===== config.mk =====
export PLATFORM = sky130hd
export DESIGN_NAME = stc_regs
export DESIGN_NICKNAME = d
export VERILOG_FILES = /design/src/stc_pkg.sv /design/src/stc_regs.sv
export VERILOG_INCLUDE_DIRS = /design/src
export SDC_FILE = /design/constraint.sdc
export NUM_CORES = 1
export LEC_CHECK = 0
export BUFFER_PORTS_ARGS = -buffer_cell sky130_fd_sc_hd__buf_2
export CAP_MARGIN = 10
export CORE_AREA = 2 2 119 144
export DETAILED_ROUTE_END_ITERATION = 10
export DIE_AREA = 0 0 121 146
export PLACE_DENSITY = 0.76
export SLEW_MARGIN = 20
export SYNTH_ARGS = -nofsm -noshare
export SYNTH_HDL_FRONTEND = slang
export SYNTH_SLANG_ARGS = --single-unit

===== constraint.sdc =====
create_clock -name i_clk_sys -period 3.7 [get_ports i_clk_sys]
set_clock_uncertainty 0.2 [all_clocks]
set_input_delay 0.37 -clock i_clk_sys [delete_from_list [all_inputs] [get_ports i_clk_sys]]
set_output_delay 0.37 -clock i_clk_sys [all_outputs]
set_load 0.05 [all_outputs]

===== src/stc_cfg.svh =====
// constants for the supply trim configuration register bank
`ifndef STC_CFG_SVH
`define STC_CFG_SVH
`define STC_REG_FIRST      8'h03
`define STC_REG_LAST       8'h0C
`define STC_OFS_REVDET     8'h03
`define STC_OFS_CLIM       8'h04
`define STC_OFS_SHOFS      8'h05
`define STC_OFS_SHSLP      8'h06
`define STC_OFS_NVMWP      8'h07
`define STC_OFS_OUTOV      8'h08
`define STC_OFS_NUV        8'h09
`define STC_OFS_NOV        8'h0A
`define STC_OFS_OTP        8'h0B
`define STC_OFS_MAINS      8'h0C
`define STC_BOOT_BASE      16'h8103
`define STC_NUM_REGS       10
`define STC_RD_UNMAPPED    32'h0000_0000
`define STC_BIT_GATE_PEN   3
`define STC_BIT_GATE_RAMP  2
`define STC_BIT_RECOV_HI   1
`define STC_BIT_RECOV_LO   0
`define STC_RECOV_STEP_US  100
`define STC_CLK_MHZ        125
`define STC_RECOV_STEP_CYC (`STC_RECOV_STEP_US * `STC_CLK_MHZ)
`endif


===== src/stc_pkg.sv =====
// types for the supply trim configuration register bank
package stc_pkg;
  typedef enum logic [2:0] {
    STC_BOOT_REQ  = 3'b001,
    STC_BOOT_WAIT = 3'b010,
    STC_RUN       = 3'b100
  } stc_state_t;

  typedef struct packed {
    logic [1:0] off_sel;
    logic [1:0] on_sel;
    logic       gate_pen;
    logic       gate_ramp;
    logic [1:0] recov_sel;
  } stc_revdet_t;

  typedef struct packed {
    logic [4:0] limit_trim;
    logic [1:0] window_sel;
    logic [6:0] slope_trim;
    logic [7:0] offset_trim;
  } stc_share_t;

  typedef struct packed {
    logic [7:0] outov_trim;
    logic [7:0] nuv_trim;
    logic [7:0] nov_trim;
    logic [3:0] otp_thresh;
    logic       monitor_five_input_soft_otp;
    logic [4:0] mains_thresh;
    logic [2:0] mains_hyst;
  } stc_prot_t;
endpackage : stc_pkg


===== src/stc_regs.sv =====
// supply trim configuration register bank with boot load and avalon slave
`timescale 1ns/1ps
`include "stc_cfg.svh"
module stc_regs
  import stc_pkg::*;
#(
  parameter int RECOV_STEP_CYC = `STC_RECOV_STEP_CYC
) (
  input  wire logic        i_clk_sys,
  input  wire logic        i_rst_n,
  input  wire logic        i_ce,
  input  wire logic [7:0]  i_avs_address,
  input  wire logic        i_avs_read,
  input  wire logic        i_avs_write,
  input  wire logic [31:0] i_avs_writedata,
  input  wire logic [3:0]  i_avs_byteenable,
  output logic [31:0]      o_avs_readdata,
  output logic             o_avs_waitrequest,
  output logic [15:0]      o_boot_addr,
  output logic             o_boot_rd,
  input  wire logic [7:0]  i_boot_data,
  input  wire logic        i_boot_valid,
  input  wire logic        i_mains_good,
  input  wire logic        i_pen_request,
  input  wire logic        i_ramp_request,
  input  wire logic        i_outov_trip,
  output logic             o_power_enable_out,
  output logic             o_softstart_run,
  output logic             o_outov_recover_busy,
  output logic             o_boot_done,
  output stc_revdet_t      o_revdet,
  output stc_share_t       o_share,
  output stc_prot_t        o_prot,
  output logic             o_nvm_block_protect_a,
  output logic             o_nvm_block_protect_b,
  output logic             o_nvm_block_protect_c,
  output logic             o_nvm_block_protect_d,
  output logic             o_nvm_boot_protect,
  output logic             o_nvm_factory_protect,
  output logic             o_nvm_block_protect_g
);

  localparam int          NREG        = `STC_NUM_REGS;
  localparam logic [31:0] STEP_RELOAD = 32'(RECOV_STEP_CYC - 1);

  // storage slots, in offset order
  localparam logic [3:0] SLOT_REVDET = 4'h0;
  localparam logic [3:0] SLOT_CLIM   = 4'h1;
  localparam logic [3:0] SLOT_SHOFS  = 4'h2;
  localparam logic [3:0] SLOT_SHSLP  = 4'h3;
  localparam logic [3:0] SLOT_NVMWP  = 4'h4;
  localparam logic [3:0] SLOT_OUTOV  = 4'h5;
  localparam logic [3:0] SLOT_NUV    = 4'h6;
  localparam logic [3:0] SLOT_NOV    = 4'h7;
  localparam logic [3:0] SLOT_OTP    = 4'h8;
  localparam logic [3:0] SLOT_MAINS  = 4'h9;
  localparam logic [3:0] SLOT_LAST   = 4'(NREG - 1);

  typedef struct packed {
    stc_state_t           state;
    logic [3:0]           idx;
    logic [NREG-1:0][7:0] regs;
    logic [31:0]          rdata;
    logic                 wait_n;
    logic                 waitreq;
    logic                 done;
    logic                 power_enable_out;
    logic                 ramp;
    logic [2:0]           steps;
    logic [31:0]          cyc;
    logic                 busy;
    logic [15:0]          boot_addr;
    logic                 boot_rd;
  } stc_st_t;

  // power-up image: bus held off, no output other than waitrequest asserted
  localparam stc_st_t ST_RESET = '{
    state:     STC_BOOT_REQ,
    idx:       4'h0,
    regs:      '0,
    rdata:     32'h0000_0000,
    wait_n:    1'b0,
    waitreq:   1'b1,
    done:      1'b0,
    power_enable_out:       1'b0,
    ramp:      1'b0,
    steps:     3'h0,
    cyc:       32'h0000_0000,
    busy:      1'b0,
    boot_addr: 16'h0000,
    boot_rd:   1'b0
  };

  stc_st_t st_ff;
  stc_st_t nxt_st;

  logic [3:0]      sel;
  logic            hit;
  logic            rd_hit;
  logic            wr_hit;
  logic [7:0]      rd_byte;
  logic [31:0]     rd_word;
  logic            bus_req;
  logic            bus_take;
  logic            wr_commit;
  logic [NREG-1:0] wr_en;
  logic [15:0]     boot_fetch_addr;
  logic [3:0]      boot_next_idx;
  logic            boot_last;
  logic            gate_pen_bit;
  logic            gate_ramp_bit;
  logic [1:0]      recov_code;
  logic            pen_allow;
  logic            ramp_allow;
  logic            recov_step_end;
  logic            recov_last_step;
  logic [2:0]      recov_load;

  // offset decode, one slot per mapped register
  always_comb begin
    sel = SLOT_REVDET;
    hit = 1'b0;
    case (i_avs_address)
      `STC_OFS_REVDET: begin
        sel = SLOT_REVDET;
        hit = 1'b1;
      end
      `STC_OFS_CLIM: begin
        sel = SLOT_CLIM;
        hit = 1'b1;
      end
      `STC_OFS_SHOFS: begin
        sel = SLOT_SHOFS;
        hit = 1'b1;
      end
      `STC_OFS_SHSLP: begin
        sel = SLOT_SHSLP;
        hit = 1'b1;
      end
      `STC_OFS_NVMWP: begin
        sel = SLOT_NVMWP;
        hit = 1'b1;
      end
      `STC_OFS_OUTOV: begin
        sel = SLOT_OUTOV;
        hit = 1'b1;
      end
      `STC_OFS_NUV: begin
        sel = SLOT_NUV;
        hit = 1'b1;
      end
      `STC_OFS_NOV: begin
        sel = SLOT_NOV;
        hit = 1'b1;
      end
      `STC_OFS_OTP: begin
        sel = SLOT_OTP;
        hit = 1'b1;
      end
      `STC_OFS_MAINS: begin
        sel = SLOT_MAINS;
        hit = 1'b1;
      end
      default: begin
        sel = SLOT_REVDET;
        hit = 1'b0;
      end
    endcase
  end

  // read mux over the slots
  always_comb begin
    rd_byte = 8'h00;
    case (sel)
      SLOT_REVDET: rd_byte = st_ff.regs[SLOT_REVDET];
      SLOT_CLIM:   rd_byte = st_ff.regs[SLOT_CLIM];
      SLOT_SHOFS:  rd_byte = st_ff.regs[SLOT_SHOFS];
      SLOT_SHSLP:  rd_byte = st_ff.regs[SLOT_SHSLP];
      SLOT_NVMWP:  rd_byte = st_ff.regs[SLOT_NVMWP];
      SLOT_OUTOV:  rd_byte = st_ff.regs[SLOT_OUTOV];
      SLOT_NUV:    rd_byte = st_ff.regs[SLOT_NUV];
      SLOT_NOV:    rd_byte = st_ff.regs[SLOT_NOV];
      SLOT_OTP:    rd_byte = st_ff.regs[SLOT_OTP];
      SLOT_MAINS:  rd_byte = st_ff.regs[SLOT_MAINS];
      default:     rd_byte = 8'h00;
    endcase
  end

  // qualified hits for each direction
  always_comb begin
    rd_hit = hit & i_avs_read;
    wr_hit = hit & i_avs_write & i_avs_byteenable[0];
  end

  // answer word, unmapped reads give the fixed pattern
  always_comb begin
    rd_word = `STC_RD_UNMAPPED;
    if (rd_hit) begin
      rd_word = {24'h000000, rd_byte};
    end
  end

  // handshake terms; a write lands on the edge that shows waitrequest low
  always_comb begin
    bus_req   = i_avs_read | i_avs_write;
    bus_take  = bus_req & st_ff.done & !st_ff.wait_n;
    wr_commit = wr_hit & st_ff.wait_n;
    wr_en     = '0;
    if (wr_commit) begin
      case (sel)
        SLOT_REVDET: wr_en[SLOT_REVDET] = 1'b1;
        SLOT_CLIM:   wr_en[SLOT_CLIM]   = 1'b1;
        SLOT_SHOFS:  wr_en[SLOT_SHOFS]  = 1'b1;
        SLOT_SHSLP:  wr_en[SLOT_SHSLP]  = 1'b1;
        SLOT_NVMWP:  wr_en[SLOT_NVMWP]  = 1'b1;
        SLOT_OUTOV:  wr_en[SLOT_OUTOV]  = 1'b1;
        SLOT_NUV:    wr_en[SLOT_NUV]    = 1'b1;
        SLOT_NOV:    wr_en[SLOT_NOV]    = 1'b1;
        SLOT_OTP:    wr_en[SLOT_OTP]    = 1'b1;
        SLOT_MAINS:  wr_en[SLOT_MAINS]  = 1'b1;
        default:     wr_en              = '0;
      endcase
    end
  end

  // boot fetch terms
  always_comb begin
    boot_fetch_addr = `STC_BOOT_BASE + {12'h000, st_ff.idx};
    boot_next_idx   = st_ff.idx + 4'h1;
    boot_last       = (st_ff.idx == SLOT_LAST);
  end

  // gating options and recovery code from the calibration slot
  always_comb begin
    gate_pen_bit  = st_ff.regs[SLOT_REVDET][`STC_BIT_GATE_PEN];
    gate_ramp_bit = st_ff.regs[SLOT_REVDET][`STC_BIT_GATE_RAMP];
    recov_code    = st_ff.regs[SLOT_REVDET][`STC_BIT_RECOV_HI:`STC_BIT_RECOV_LO];
    pen_allow     = !gate_pen_bit | i_mains_good;
    ramp_allow    = !gate_ramp_bit | i_mains_good;
  end

  // recovery timer terms: (code+1) steps of one step length
  always_comb begin
    recov_step_end  = (st_ff.cyc == 32'h0000_0000);
    recov_last_step = (st_ff.steps == 3'h1);
    recov_load      = {1'b0, recov_code} + 3'h1;
  end

  always_comb begin
    nxt_st = st_ff;

    // boot sequencer and bus answer
    case (st_ff.state)
      STC_BOOT_REQ: begin
        nxt_st.boot_addr = boot_fetch_addr;
        nxt_st.boot_rd   = 1'b1;
        nxt_st.state     = STC_BOOT_WAIT;
      end
      STC_BOOT_WAIT: begin
        nxt_st.boot_rd = 1'b0;
        if (i_boot_valid) begin
          nxt_st.regs[st_ff.idx] = i_boot_data;
          if (boot_last) begin
            nxt_st.state = STC_RUN;
          end else begin
            nxt_st.idx   = boot_next_idx;
            nxt_st.state = STC_BOOT_REQ;
          end
        end
      end
      STC_RUN: begin
        // one wait cycle per access, answer stands for one edge
        if (bus_take) begin
          nxt_st.wait_n = 1'b1;
          nxt_st.rdata  = rd_word;
        end else begin
          nxt_st.wait_n = 1'b0;
        end
        // register writes
        for (int i = 0; i < NREG; i++) begin
          if (wr_en[i]) begin
            nxt_st.regs[i] = i_avs_writedata[7:0];
          end
        end
      end
      default: begin
        nxt_st.state = STC_BOOT_REQ;
      end
    endcase
    nxt_st.waitreq = !nxt_st.wait_n;
    nxt_st.done    = (nxt_st.state == STC_RUN);

    // enables follow their requests one cycle late, only after boot
    nxt_st.power_enable_out  = i_pen_request & pen_allow & st_ff.done;
    nxt_st.ramp = i_ramp_request & ramp_allow & st_ff.done;

    // recovery timer, held loaded while the trip stands
    if (i_outov_trip) begin
      nxt_st.busy  = 1'b1;
      nxt_st.steps = recov_load;
      nxt_st.cyc   = STEP_RELOAD;
    end else if (st_ff.busy) begin
      if (!recov_step_end) begin
        nxt_st.cyc = st_ff.cyc - 32'h0000_0001;
      end else if (recov_last_step) begin
        nxt_st.busy = 1'b0;
      end else begin
        nxt_st.steps = st_ff.steps - 3'h1;
        nxt_st.cyc   = STEP_RELOAD;
      end
    end
  end

  always_ff @(posedge i_clk_sys) begin
    if (!i_rst_n) begin
      st_ff <= ST_RESET;
    end else if (i_ce) begin
      st_ff <= nxt_st;
    end
  end

  // field outputs, all taken straight from register flip-flops
  always_comb begin
    o_revdet.off_sel   = st_ff.regs[0][7:6];
    o_revdet.on_sel    = st_ff.regs[0][5:4];
    o_revdet.gate_pen  = st_ff.regs[0][3];
    o_revdet.gate_ramp = st_ff.regs[0][2];
    o_revdet.recov_sel = st_ff.regs[0][1:0];
    o_share.limit_trim  = st_ff.regs[1][7:3];
    o_share.window_sel  = st_ff.regs[1][1:0];
    o_share.offset_trim = st_ff.regs[2];
    o_share.slope_trim  = st_ff.regs[3][7:1];
    o_prot.outov_trim    = st_ff.regs[5];
    o_prot.nuv_trim      = st_ff.regs[6];
    o_prot.nov_trim      = st_ff.regs[7];
    o_prot.otp_thresh    = st_ff.regs[8][7:4];
    o_prot.monitor_five_input_soft_otp = st_ff.regs[8][0];
    o_prot.mains_thresh  = st_ff.regs[9][7:3];
    o_prot.mains_hyst    = st_ff.regs[9][2:0];
  end

  assign o_nvm_block_protect_a = st_ff.regs[4][0];
  assign o_nvm_block_protect_b = st_ff.regs[4][1];
  assign o_nvm_block_protect_c = st_ff.regs[4][2];
  assign o_nvm_block_protect_d = st_ff.regs[4][3];
  assign o_nvm_boot_protect    = st_ff.regs[4][4];
  assign o_nvm_factory_protect = st_ff.regs[4][5];
  assign o_nvm_block_protect_g = st_ff.regs[4][6];

  assign o_avs_readdata       = st_ff.rdata;
  assign o_avs_waitrequest    = st_ff.waitreq;
  assign o_boot_addr          = st_ff.boot_addr;
  assign o_boot_rd            = st_ff.boot_rd;
  assign o_boot_done          = st_ff.done;
  assign o_power_enable_out   = st_ff.power_enable_out;
  assign o_softstart_run      = st_ff.ramp;
  assign o_outov_recover_busy = st_ff.busy;

endmodule : stc_regs


==> flow_summary.toml, run 1 <==
[clocking]
cts.sinks = 143
cts_resized = 0
clock-root-buffer = "clkbuf_16"
cts_tree = "done"
clock_path_buffers = 2
ctsHoldBuffers = 0
clk_pin_slew_worst_paths_ns = 0.06
clk_latency_ns = 0.44
htreeDepth = 4
cts_buffers = 17
postCtsSetupRepairBufs = 0

[job]
max-cap-violations = 0

[final_layout]
design_area_um2 = 9435
fin_cells = 1325
final_common_cell = "dfxtp_1"
nFillCells = 1450
multi_input_area_um2 = 4782
antenna_cells = 0
layout_common_cells = "143 x dfxtp_1, 129 x buf_2, 111 x nor2_1"
nNetsFinal = 1175
regArea_um2 = 2863
syn2layout_area_growth_pct = 8.037
layout-drive-gt1-share = 0.2084

[drt]
via_per_inst = 6.097
drtAntennaViolNets = 0
drc = 0
initialDrtViolationCount = 808
finalWirelength_um = 26420
wl_per_cell_um = 19.94
drt-pass1-iter-count = 7
vias = 8079

[global_routing]
grt_pass1_vias = 7167
antenna_found_initial = 0
gr-usage-all-layers = 0.2950
grt_max_degree = 66
grt_overflow_total = 0
grt_first_pass_wirelength_um = 40340

[synth]
synth_cell_types = 77
avgSynthCellArea_um2 = 8.162
yosysWarningCount = 0
synthFlopType = "dfxtp_1"
synthArstFlopShare = 0
synth_edf_count = 0
netlist_area_um2 = 8733
ys_ff_latch = 143
seq_area_frac_synth = 0.3278
syn_inst = 1070

[power]
powerDensity_nw_per_um2 = 424.5
p_int_mw = 2.813
p_switching_mw = 1.193
leakage_nw = 4.057
pwr-share-clk = 0.440
share_comb_of_total_power = 0.152
switching_share = 0.2978
total_power_mw = 4.005
ir_drop_mv = 0.2897
p_seq_frac = 0.407

[placed_design]
routabilityCongestion = 0.9545
dp_hpwl_um = 19050
placed_area_um2 = 8833
post-place-cells = 1293
port_buffers = 129

[timing]
hold_ws_ns = 0.02116
rsz0062_at_grt = "no"
slew_headroom = 0.3297
finalSetupTns_ns = 0
timing.final.crit_share = 0.8049
max_freq_mhz = 335.8
period_minus_slack_ns = 2.978
worstMarginPinSlew_ns = 1.005
report.final.slew_viol_count = 0
hold_viol = 0
setup_viol = 0

[worst_setup_path]
cp.arrival_ns = 3.11
cpPeakStageDelay_ns = 0.62
crit_slowest_cell = "or4_1"
cp-start-kind = "flip-flop"
worst-path-buf-inv = 0
path_max_fanout = 12
cp_data_required_time_ns = 3.83
cp_top_family = "simple AND/OR/NAND/NOR gates"
crit_path_cell_trace = "or4_1 > or3_4 > o31a_1 > o21ai_2 > nor2_1 > mux2_1"
critPathKind = "flip-flop to flip-flop"
cp-end-kind = "flip-flop"

[status]
status = "completed"

[die]
pin_count = 190
initial_utilization = 0.5410
die_w_um = 121
core-area_um2 = 16140
die_area_um2 = 17670
row_count = 51
die_y_um = 146

[hold_path]
hold_path.class = "input port to flip-flop"
-- metal layers --
| metal | track usage | up-vias | part of all wire |
|---|---|---|---|
| met3 | 0.05878 | 78 | 0.089 |
| met1 | 0.3836 | 3782 | 0.40 |
| met4 | 0.1395 | 0 | 0.044 |
| met5 | 0 | - | 0 |
| li1 | - | 3775 | - |
| met2 | 0.4660 | 444 | 0.47 |
-- cell families (layout without fill, tap and decap cells) --
logic type               Yosys count  after routing  share of synthesized area
AO/OA/AOI/OAI                    259            259                     0.2199
XOR/XNOR                          28             28                    0.02808
adder cells (fa/ha/maj)           13             13                    0.01863
buffers and inverters            196            207                     0.1390
flip-flops                       143            143                     0.3278
multiplexers                       9              9                    0.01060
other                              1             33                  0.0004294
AND/OR/NAND/NOR                  421            421                     0.2556
-- stage by stage --
stage / util / worst slack, ns
final: 0.5844 / 0.7220
after global routing: 0.5844 / 0.6112
after detailed placement: 0.5472 / 0.5909
after global placement: 0.5472 / 0.6118
after floorplan: - / 0.6806
after CTS: 0.5844 / 0.7423
-- state kept, by name, summed over array words and instances, names as in the netlist, 6 cells and up --
name,count
o_revdet,8
st_ff,49
o_boot_addr,6
o_prot,37
o_share,22
o_avs_readdata,8
-- Yosys cell counts (all sizes together) (4+ instances only) --
cell | instances | share of area
nor4 | 12 | 0.012
clkbuf | 40 | 0.017
a21o | 4 | 0.0034
inv | 17 | 0.0073
a21oi | 45 | 0.026
nand2 | 103 | 0.044
a22oi | 7 | 0.0060
and2 | 22 | 0.016
o21ai | 52 | 0.030
mux2i | 7 | 0.0080
nand2b | 15 | 0.011
o211a | 28 | 0.032
o211ai | 27 | 0.023
a22o | 5 | 0.0050
o31ai | 5 | 0.0043
or4 | 8 | 0.0073
buf | 138 | 0.11
xnor2 | 18 | 0.018
a311oi | 22 | 0.023
nor3 | 39 | 0.035
dfxtp | 143 | 0.33
and3 | 32 | 0.023
xor2 | 10 | 0.010
nor2 | 114 | 0.050
nand3b | 9 | 0.0077
a211oi | 14 | 0.015
a221oi | 8 | 0.0080
ha | 13 | 0.019
nand4 | 9 | 0.0064
a2111oi | 9 | 0.011
nand3 | 32 | 0.018
a31oi | 13 | 0.0093
nor2b | 6 | 0.0043
-- area by class of cell --
| type | instances | area share |
|---|---|---|
| multi-input cells | 763 | 0.5068 |
| flip-flops and latches | 143 | 0.3034 |
| repair buffers | 157 | 0.09070 |
| clock buffers | 21 | 0.04986 |
| well taps | 212 | 0.02811 |
| clock inverters | 11 | 0.01392 |
| inverters | 18 | 0.007161 |
-- power groups by stage --
stage	sequential (mW)	clock, mW	combinational, mW
3_3_place_gp	1.66	0	0.590
6_report	1.63	1.76	0.609
3_5_place_dp	1.66	0	0.598
5_1_grt	1.64	1.84	0.656
4_1_cts	1.63	1.77	0.601
2_1_floorplan	1.66	0	0.503
-- path summary, 6_finish.rpt --
kind	from	slack, ns	cells after the start	endpoint
setup / recovery	st_ff[26]	0.72	6	st_ff[43]
hold / removal	i_pen_request	0.02	3	o_power_enable_out
setup reg to reg	st_ff[26]	0.72	6	st_ff[43]
hold reg to reg	o_boot_addr[2]	0.25	2	o_boot_addr[2]
-- worst min-delay path, delay by kind of cell --
kind            cells  cell delay [ns]
compound gates      2             0.15
buf+inv             1             0.10
No activity file was read; power rests on OpenSTA's default activity.
==> inputs of run 2 (changes only) <==
==> constraint.sdc (replaced) <==
create_clock -name i_clk_sys -period 3.1 [get_ports i_clk_sys]
set_clock_uncertainty 0.2 [all_clocks]
set_input_delay 0.31 -clock i_clk_sys [delete_from_list [all_inputs] [get_ports i_clk_sys]]
set_output_delay 0.31 -clock i_clk_sys [all_outputs]
set_load 0.05 [all_outputs]
==> flow_summary.toml, run 2 (synthesis gave the netlist of run 1 again) <==
[final_layout]
layout-drive-gt1-share = 0.2167
syn2layout_area_growth_pct = 9.284
antenna_cells = 0
layout_common_cells = "143 x dfxtp_1, 129 x buf_2, 111 x nor2_1"
nFillCells = 1488
nNetsFinal = 1189
final_common_cell = "dfxtp_1"
largest_register = "st_ff"
largest_register_ffs = 49
design_area_um2 = 9544

[job]
max-cap-violations = 0

[drt]
drtAntennaViolNets = 0
finalWirelength_um = 26820
via_per_inst = 6.169
vias = 8254
drt-pass1-iter-count = 6
drc = 0
initialDrtViolationCount = 944
wl_per_cell_um = 20.04

[power]
leakage_nw = 4.120
ir_drop_mv = 0.3655
switching_share = 0.2985
pwr-share-clk = 0.434
p_int_mw = 3.345
p_seq_frac = 0.409
p_switching_mw = 1.423
share_comb_of_total_power = 0.157
powerDensity_nw_per_um2 = 499.6

[global_routing]
busiest_layer = "met2"
grt_overflow_total = 0
grt.met3_usage = 0.06544
grt_max_degree = 66
grt_first_pass_wirelength_um = 41400
antenna_found_initial = 0
use_met1 = 0.3797
gr-usage-all-layers = 0.2997
met2_usage = 0.4854
grt_pass1_vias = 7541

[clocking]
clk_pin_slew_worst_paths_ns = 0.06
htreeDepth = 4
cts_buffers = 17
postCtsSetupRepairBufs = 0
cts.sinks = 143
cts_tree = "done"
clock_path_buffers = 2
clock-root-buffer = "clkbuf_16"
clk_latency_ns = 0.44

[worst_setup_path]
crit_path_cell_trace = "or4_1 > or3_4 > or4b_1 > nand3_1 > xor2_1 > nor2_1"
cpPeakStageDelay_ns = 0.66
cp.arrival_ns = 2.90
path_max_fanout = 7
critPathKind = "flip-flop to flip-flop"
crit_slowest_cell = "or4b_1"
cp-start-kind = "flip-flop"
cp-end-kind = "flip-flop"
cp_data_required_time_ns = 3.22

[die]
die_w_um = 121
row_count = 51
die_area_um2 = 17670
initial_utilization = 0.5410
pin_count = 190
die_y_um = 146
core-area_um2 = 16140

[timing]
slew_headroom = 0.5430
max_freq_mhz = 360.0
hold_viol = 0
worstMarginPinSlew_ns = 0.6854
rsz0062_at_grt = "no"
report.final.slew_viol_count = 0
period_minus_slack_ns = 2.778
timing.final.crit_share = 0.8960
finalSetupTns_ns = 0
setup_viol = 0

[placed_design]
port_buffers = 129
dp_hpwl_um = 19430
routabilityCongestion = 0.9590
placed_area_um2 = 8936

[status]
status = "completed"

[hold_path]
hold_path.class = "input port to flip-flop"
## run 2: cell types whose count changed in the layout (fill, tap and decap cells not counted), sizes merged
cell         previous run  this run
dlygate4sd3             0         2
clkinvlp                2         3
buf                   157       169
clkbuf                 21        19
## run 2: through the flow
stage          cells  utilization  hold slack, ns  total power, mW  worst slack [ns]
6_report        1338       0.5912         0.01543            4.768            0.3224
5_1_grt         1338       0.5912         0.03743            4.934            0.1620
4_1_cts         1338       0.5912         0.01312            4.764            0.3334
3_5_place_dp    1305       0.5535          0.2408            2.718            0.2636
3_3_place_gp    1305       0.5535          0.2386            2.709            0.2859
2_1_floorplan   1102            -          0.2322            2.581            0.1406
## run 2: worst paths after layout
check	start	to	slack, ns	cells past startpoint
setup reg to reg	st_ff[26]	st_ff[38]	0.32	6
setup / recovery	st_ff[26]	st_ff[38]	0.32	6
hold / removal	i_outov_trip	st_ff[51]	0.02	3
hold reg to reg	o_boot_addr[2]	o_boot_addr[2]	0.25	2
## run 2: metal layers
layer / part of all wire / vias to the layer above
met3: 0.096 / 97
met5: 0 / -
li1: - / 3813
met4: 0.047 / 0
met1: 0.39 / 3852
met2: 0.47 / 492
## run 2: what timing repair did
action	4_1_cts	5_1_grt
hold buffers	2	0
hold endpoints to repair	2	0
gates resized for setup	0	0
## run 2: critical path: cells and delay by family (launching register included)
family / cells / cell delay, ns
xor+xnor: 1 / 0.17
flops: 1 / 0.35
simple gates: 5 / 1.96
## run 2: power by group through the flow
stage               Clock, mW  Sequential [mW]  Combinational, mW
floorplan                   0             1.98              0.600
global placement            0             1.98              0.724
detailed placement          0             1.99              0.732
CTS                      2.08             1.95              0.740
global route             2.17             1.96              0.807
finish                   2.07             1.95              0.751
## run 2: layout make-up
type / count / area, um^2 / area share
multi-input cells: 763 / 4782 / 0.5010
flip-flops and latches: 143 / 2863 / 0.2999
repair buffers: 171 / 978.4 / 0.1025
clock buffers: 19 / 452.9 / 0.04746
well taps: 212 / 265.3 / 0.02779
clock inverters: 12 / 135.1 / 0.01416
inverters: 18 / 67.56 / 0.007079
==> inputs of run 3 (changes only) <==
--- a/config.mk
+++ b/config.mk
@@ -8,9 +8,10 @@
 export LEC_CHECK = 0
 export BUFFER_PORTS_ARGS = -buffer_cell sky130_fd_sc_hd__buf_2
 export CAP_MARGIN = 10
-export CORE_AREA = 2 2 119 144
+export CORE_AREA = 2 2 130 132
 export DETAILED_ROUTE_END_ITERATION = 10
-export DIE_AREA = 0 0 121 146
+export DIE_AREA = 0 0 132 134
+export GPL_ROUTABILITY_DRIVEN = 0
 export PLACE_DENSITY = 0.76
 export SLEW_MARGIN = 20
 export SYNTH_ARGS = -nofsm -noshare
==> flow_summary.toml, run 3 (synthesis gave the netlist of run 1 again) <==
[die]
core-area_um2 = 16290
die_w_um = 132
die_area_um2 = 17690
row_count = 47
die_y_um = 134
pin_count = 190
initial_utilization = 0.5361

[clocking]
clk_latency_ns = 0.43
cts_resized = 0
clock_path_buffers = 2
cts_buffers = 17
ctsHoldBuffers = 1
clock-root-buffer = "clkbuf_16"
htreeDepth = 4
cts_tree = "done"
clk_pin_slew_worst_paths_ns = 0.06
postCtsSetupRepairBufs = 0
cts.sinks = 143

[timing]
report.final.slew_viol_count = 0
setup_viol = 0
max_freq_mhz = 348.2
rsz0062_at_grt = "no"
period_minus_slack_ns = 2.872
finalSetupTns_ns = 0
slew_headroom = 0.5334
hold_viol = 0
timing.final.crit_share = 0.9265
worstMarginPinSlew_ns = 0.6999

[worst_setup_path]
path_max_fanout = 12
crit_end = "st_ff[30]"
ff2ff_path_depth = 9
timing.rr.start = "st_ff[18]"
cp.arrival_ns = 2.97
cp-startpoint = "st_ff[18]"
cp-start-kind = "flip-flop"
cp-end-kind = "flip-flop"
reg2reg_slack_ns = 0.23
cp_data_required_time_ns = 3.19
r2r-end = "st_ff[30]"
critPathKind = "flip-flop to flip-flop"

[global_routing]
grt_overflow_total = 0
grt_first_pass_wirelength_um = 40450
grt_pass1_vias = 7118
antenna_found_initial = 1
grt_max_degree = 65
gr-usage-all-layers = 0.2916

[drt]
wl_per_cell_um = 19.53
finalWirelength_um = 26210
vias = 8201
drc = 0
drtAntennaViolNets = 0
initialDrtViolationCount = 1172
drt-pass1-iter-count = 5
via_per_inst = 6.111

[power]
ir_drop_mv = 0.3529
leakage_nw = 4.128
total_power_mw = 5.039
powerDensity_nw_per_um2 = 525.3

[placed_design]
port_buffers = 129
dp_hpwl_um = 18710

[final_layout]
largest_register_ffs = 49
final_common_cell = "dfxtp_1"
layout-drive-gt1-share = 0.2123
largest_register = "st_ff"
syn2layout_area_growth_pct = 9.828
nNetsFinal = 1183
layout_common_cells = "143 x dfxtp_1, 129 x buf_2, 111 x nor2_1"

[hold_path]
hold_path.class = "input port to flip-flop"

[job]
max-cap-violations = 0

[status]
status = "completed"
run 3: cell count changes in the layout (fill, tap and decap cells not counted), sizes merged:
cell / before / now
buf: 169 / 164
bufinv: 2 / 5
clkbuf: 19 / 23
clkinv: 5 / 1
diode: 0 / 1
dlygate4sd3: 2 / 1
inv: 20 / 18
run 3: where the power goes:
part | internal [mW] | leakage [nW] | total, mW | switching, mW
registers | 1.89 | 1.16 | 1.95 | 0.0575
clock network | 1.53 | 0.322 | 2.34 | 0.809
logic | 0.228 | 2.65 | 0.747 | 0.519
run 3: area by class of cell:
cell class                 count  area [um^2]
antenna                        1        2.502
clock buffer                  23        498.0
clock inverter                 9        177.7
fill                        1477         6698
inverter                      18        67.56
multi-input combinational    763         4777
sequential                   143         2863
tap                          220        275.3
timing repair buffer         165        930.9
run 3: per-layer routing:
| layer | track usage | routed length, um | vias up |
|---|---|---|---|
| met4 | 0.1178 | 818 | 0 |
| met5 | 0 | 0 | - |
| met2 | 0.4242 | 11110 | 592 |
| li1 | - | - | 3796 |
| met3 | 0.06803 | 3189 | 73 |
| met1 | 0.4158 | 11090 | 3740 |
run 3: worst min-delay path by stage:
stage | start | endpoint | slack, ns | cells after the start
after floorplan | o_boot_addr[2] | o_boot_addr[2] | 0.23 | 2
after global placement | o_boot_addr[2] | o_boot_addr[2] | 0.24 | 2
after detailed placement | o_boot_addr[0] | o_boot_addr[0] | 0.25 | 2
after CTS | i_outov_trip | st_ff[51] | 0.02 | 3
after global routing | i_ramp_request | o_softstart_run | 0.04 | 3
final | i_ramp_request | o_softstart_run | 0.02 | 3
run 3: stage by stage:
step	utilization	area, um^2	worst slack [ns]	hold WS, ns	instances
floorplan	-	8853	0.1406	0.2322	1102
global placement	0.5466	8904	0.2626	0.2431	1308
detailed placement	0.5466	8904	0.2461	0.2480	1308
CTS	0.5887	9589	0.2967	0.01902	1341
global route	0.5888	9592	0.03078	0.03815	1342
finish	0.5888	9592	0.2280	0.02083	1342
run 3: critical path, stage by stage (launching register included):
cell and delay [ns]:
dfxtp_1 0.34, inv_1 0.09, ha_1 0.15, nor4b_1 0.51
nand2_1 0.22, o41ai_4 0.52, buf_4 0.27, nand2_1 0.19
a21oi_1 0.18, a311oi_1 0.06
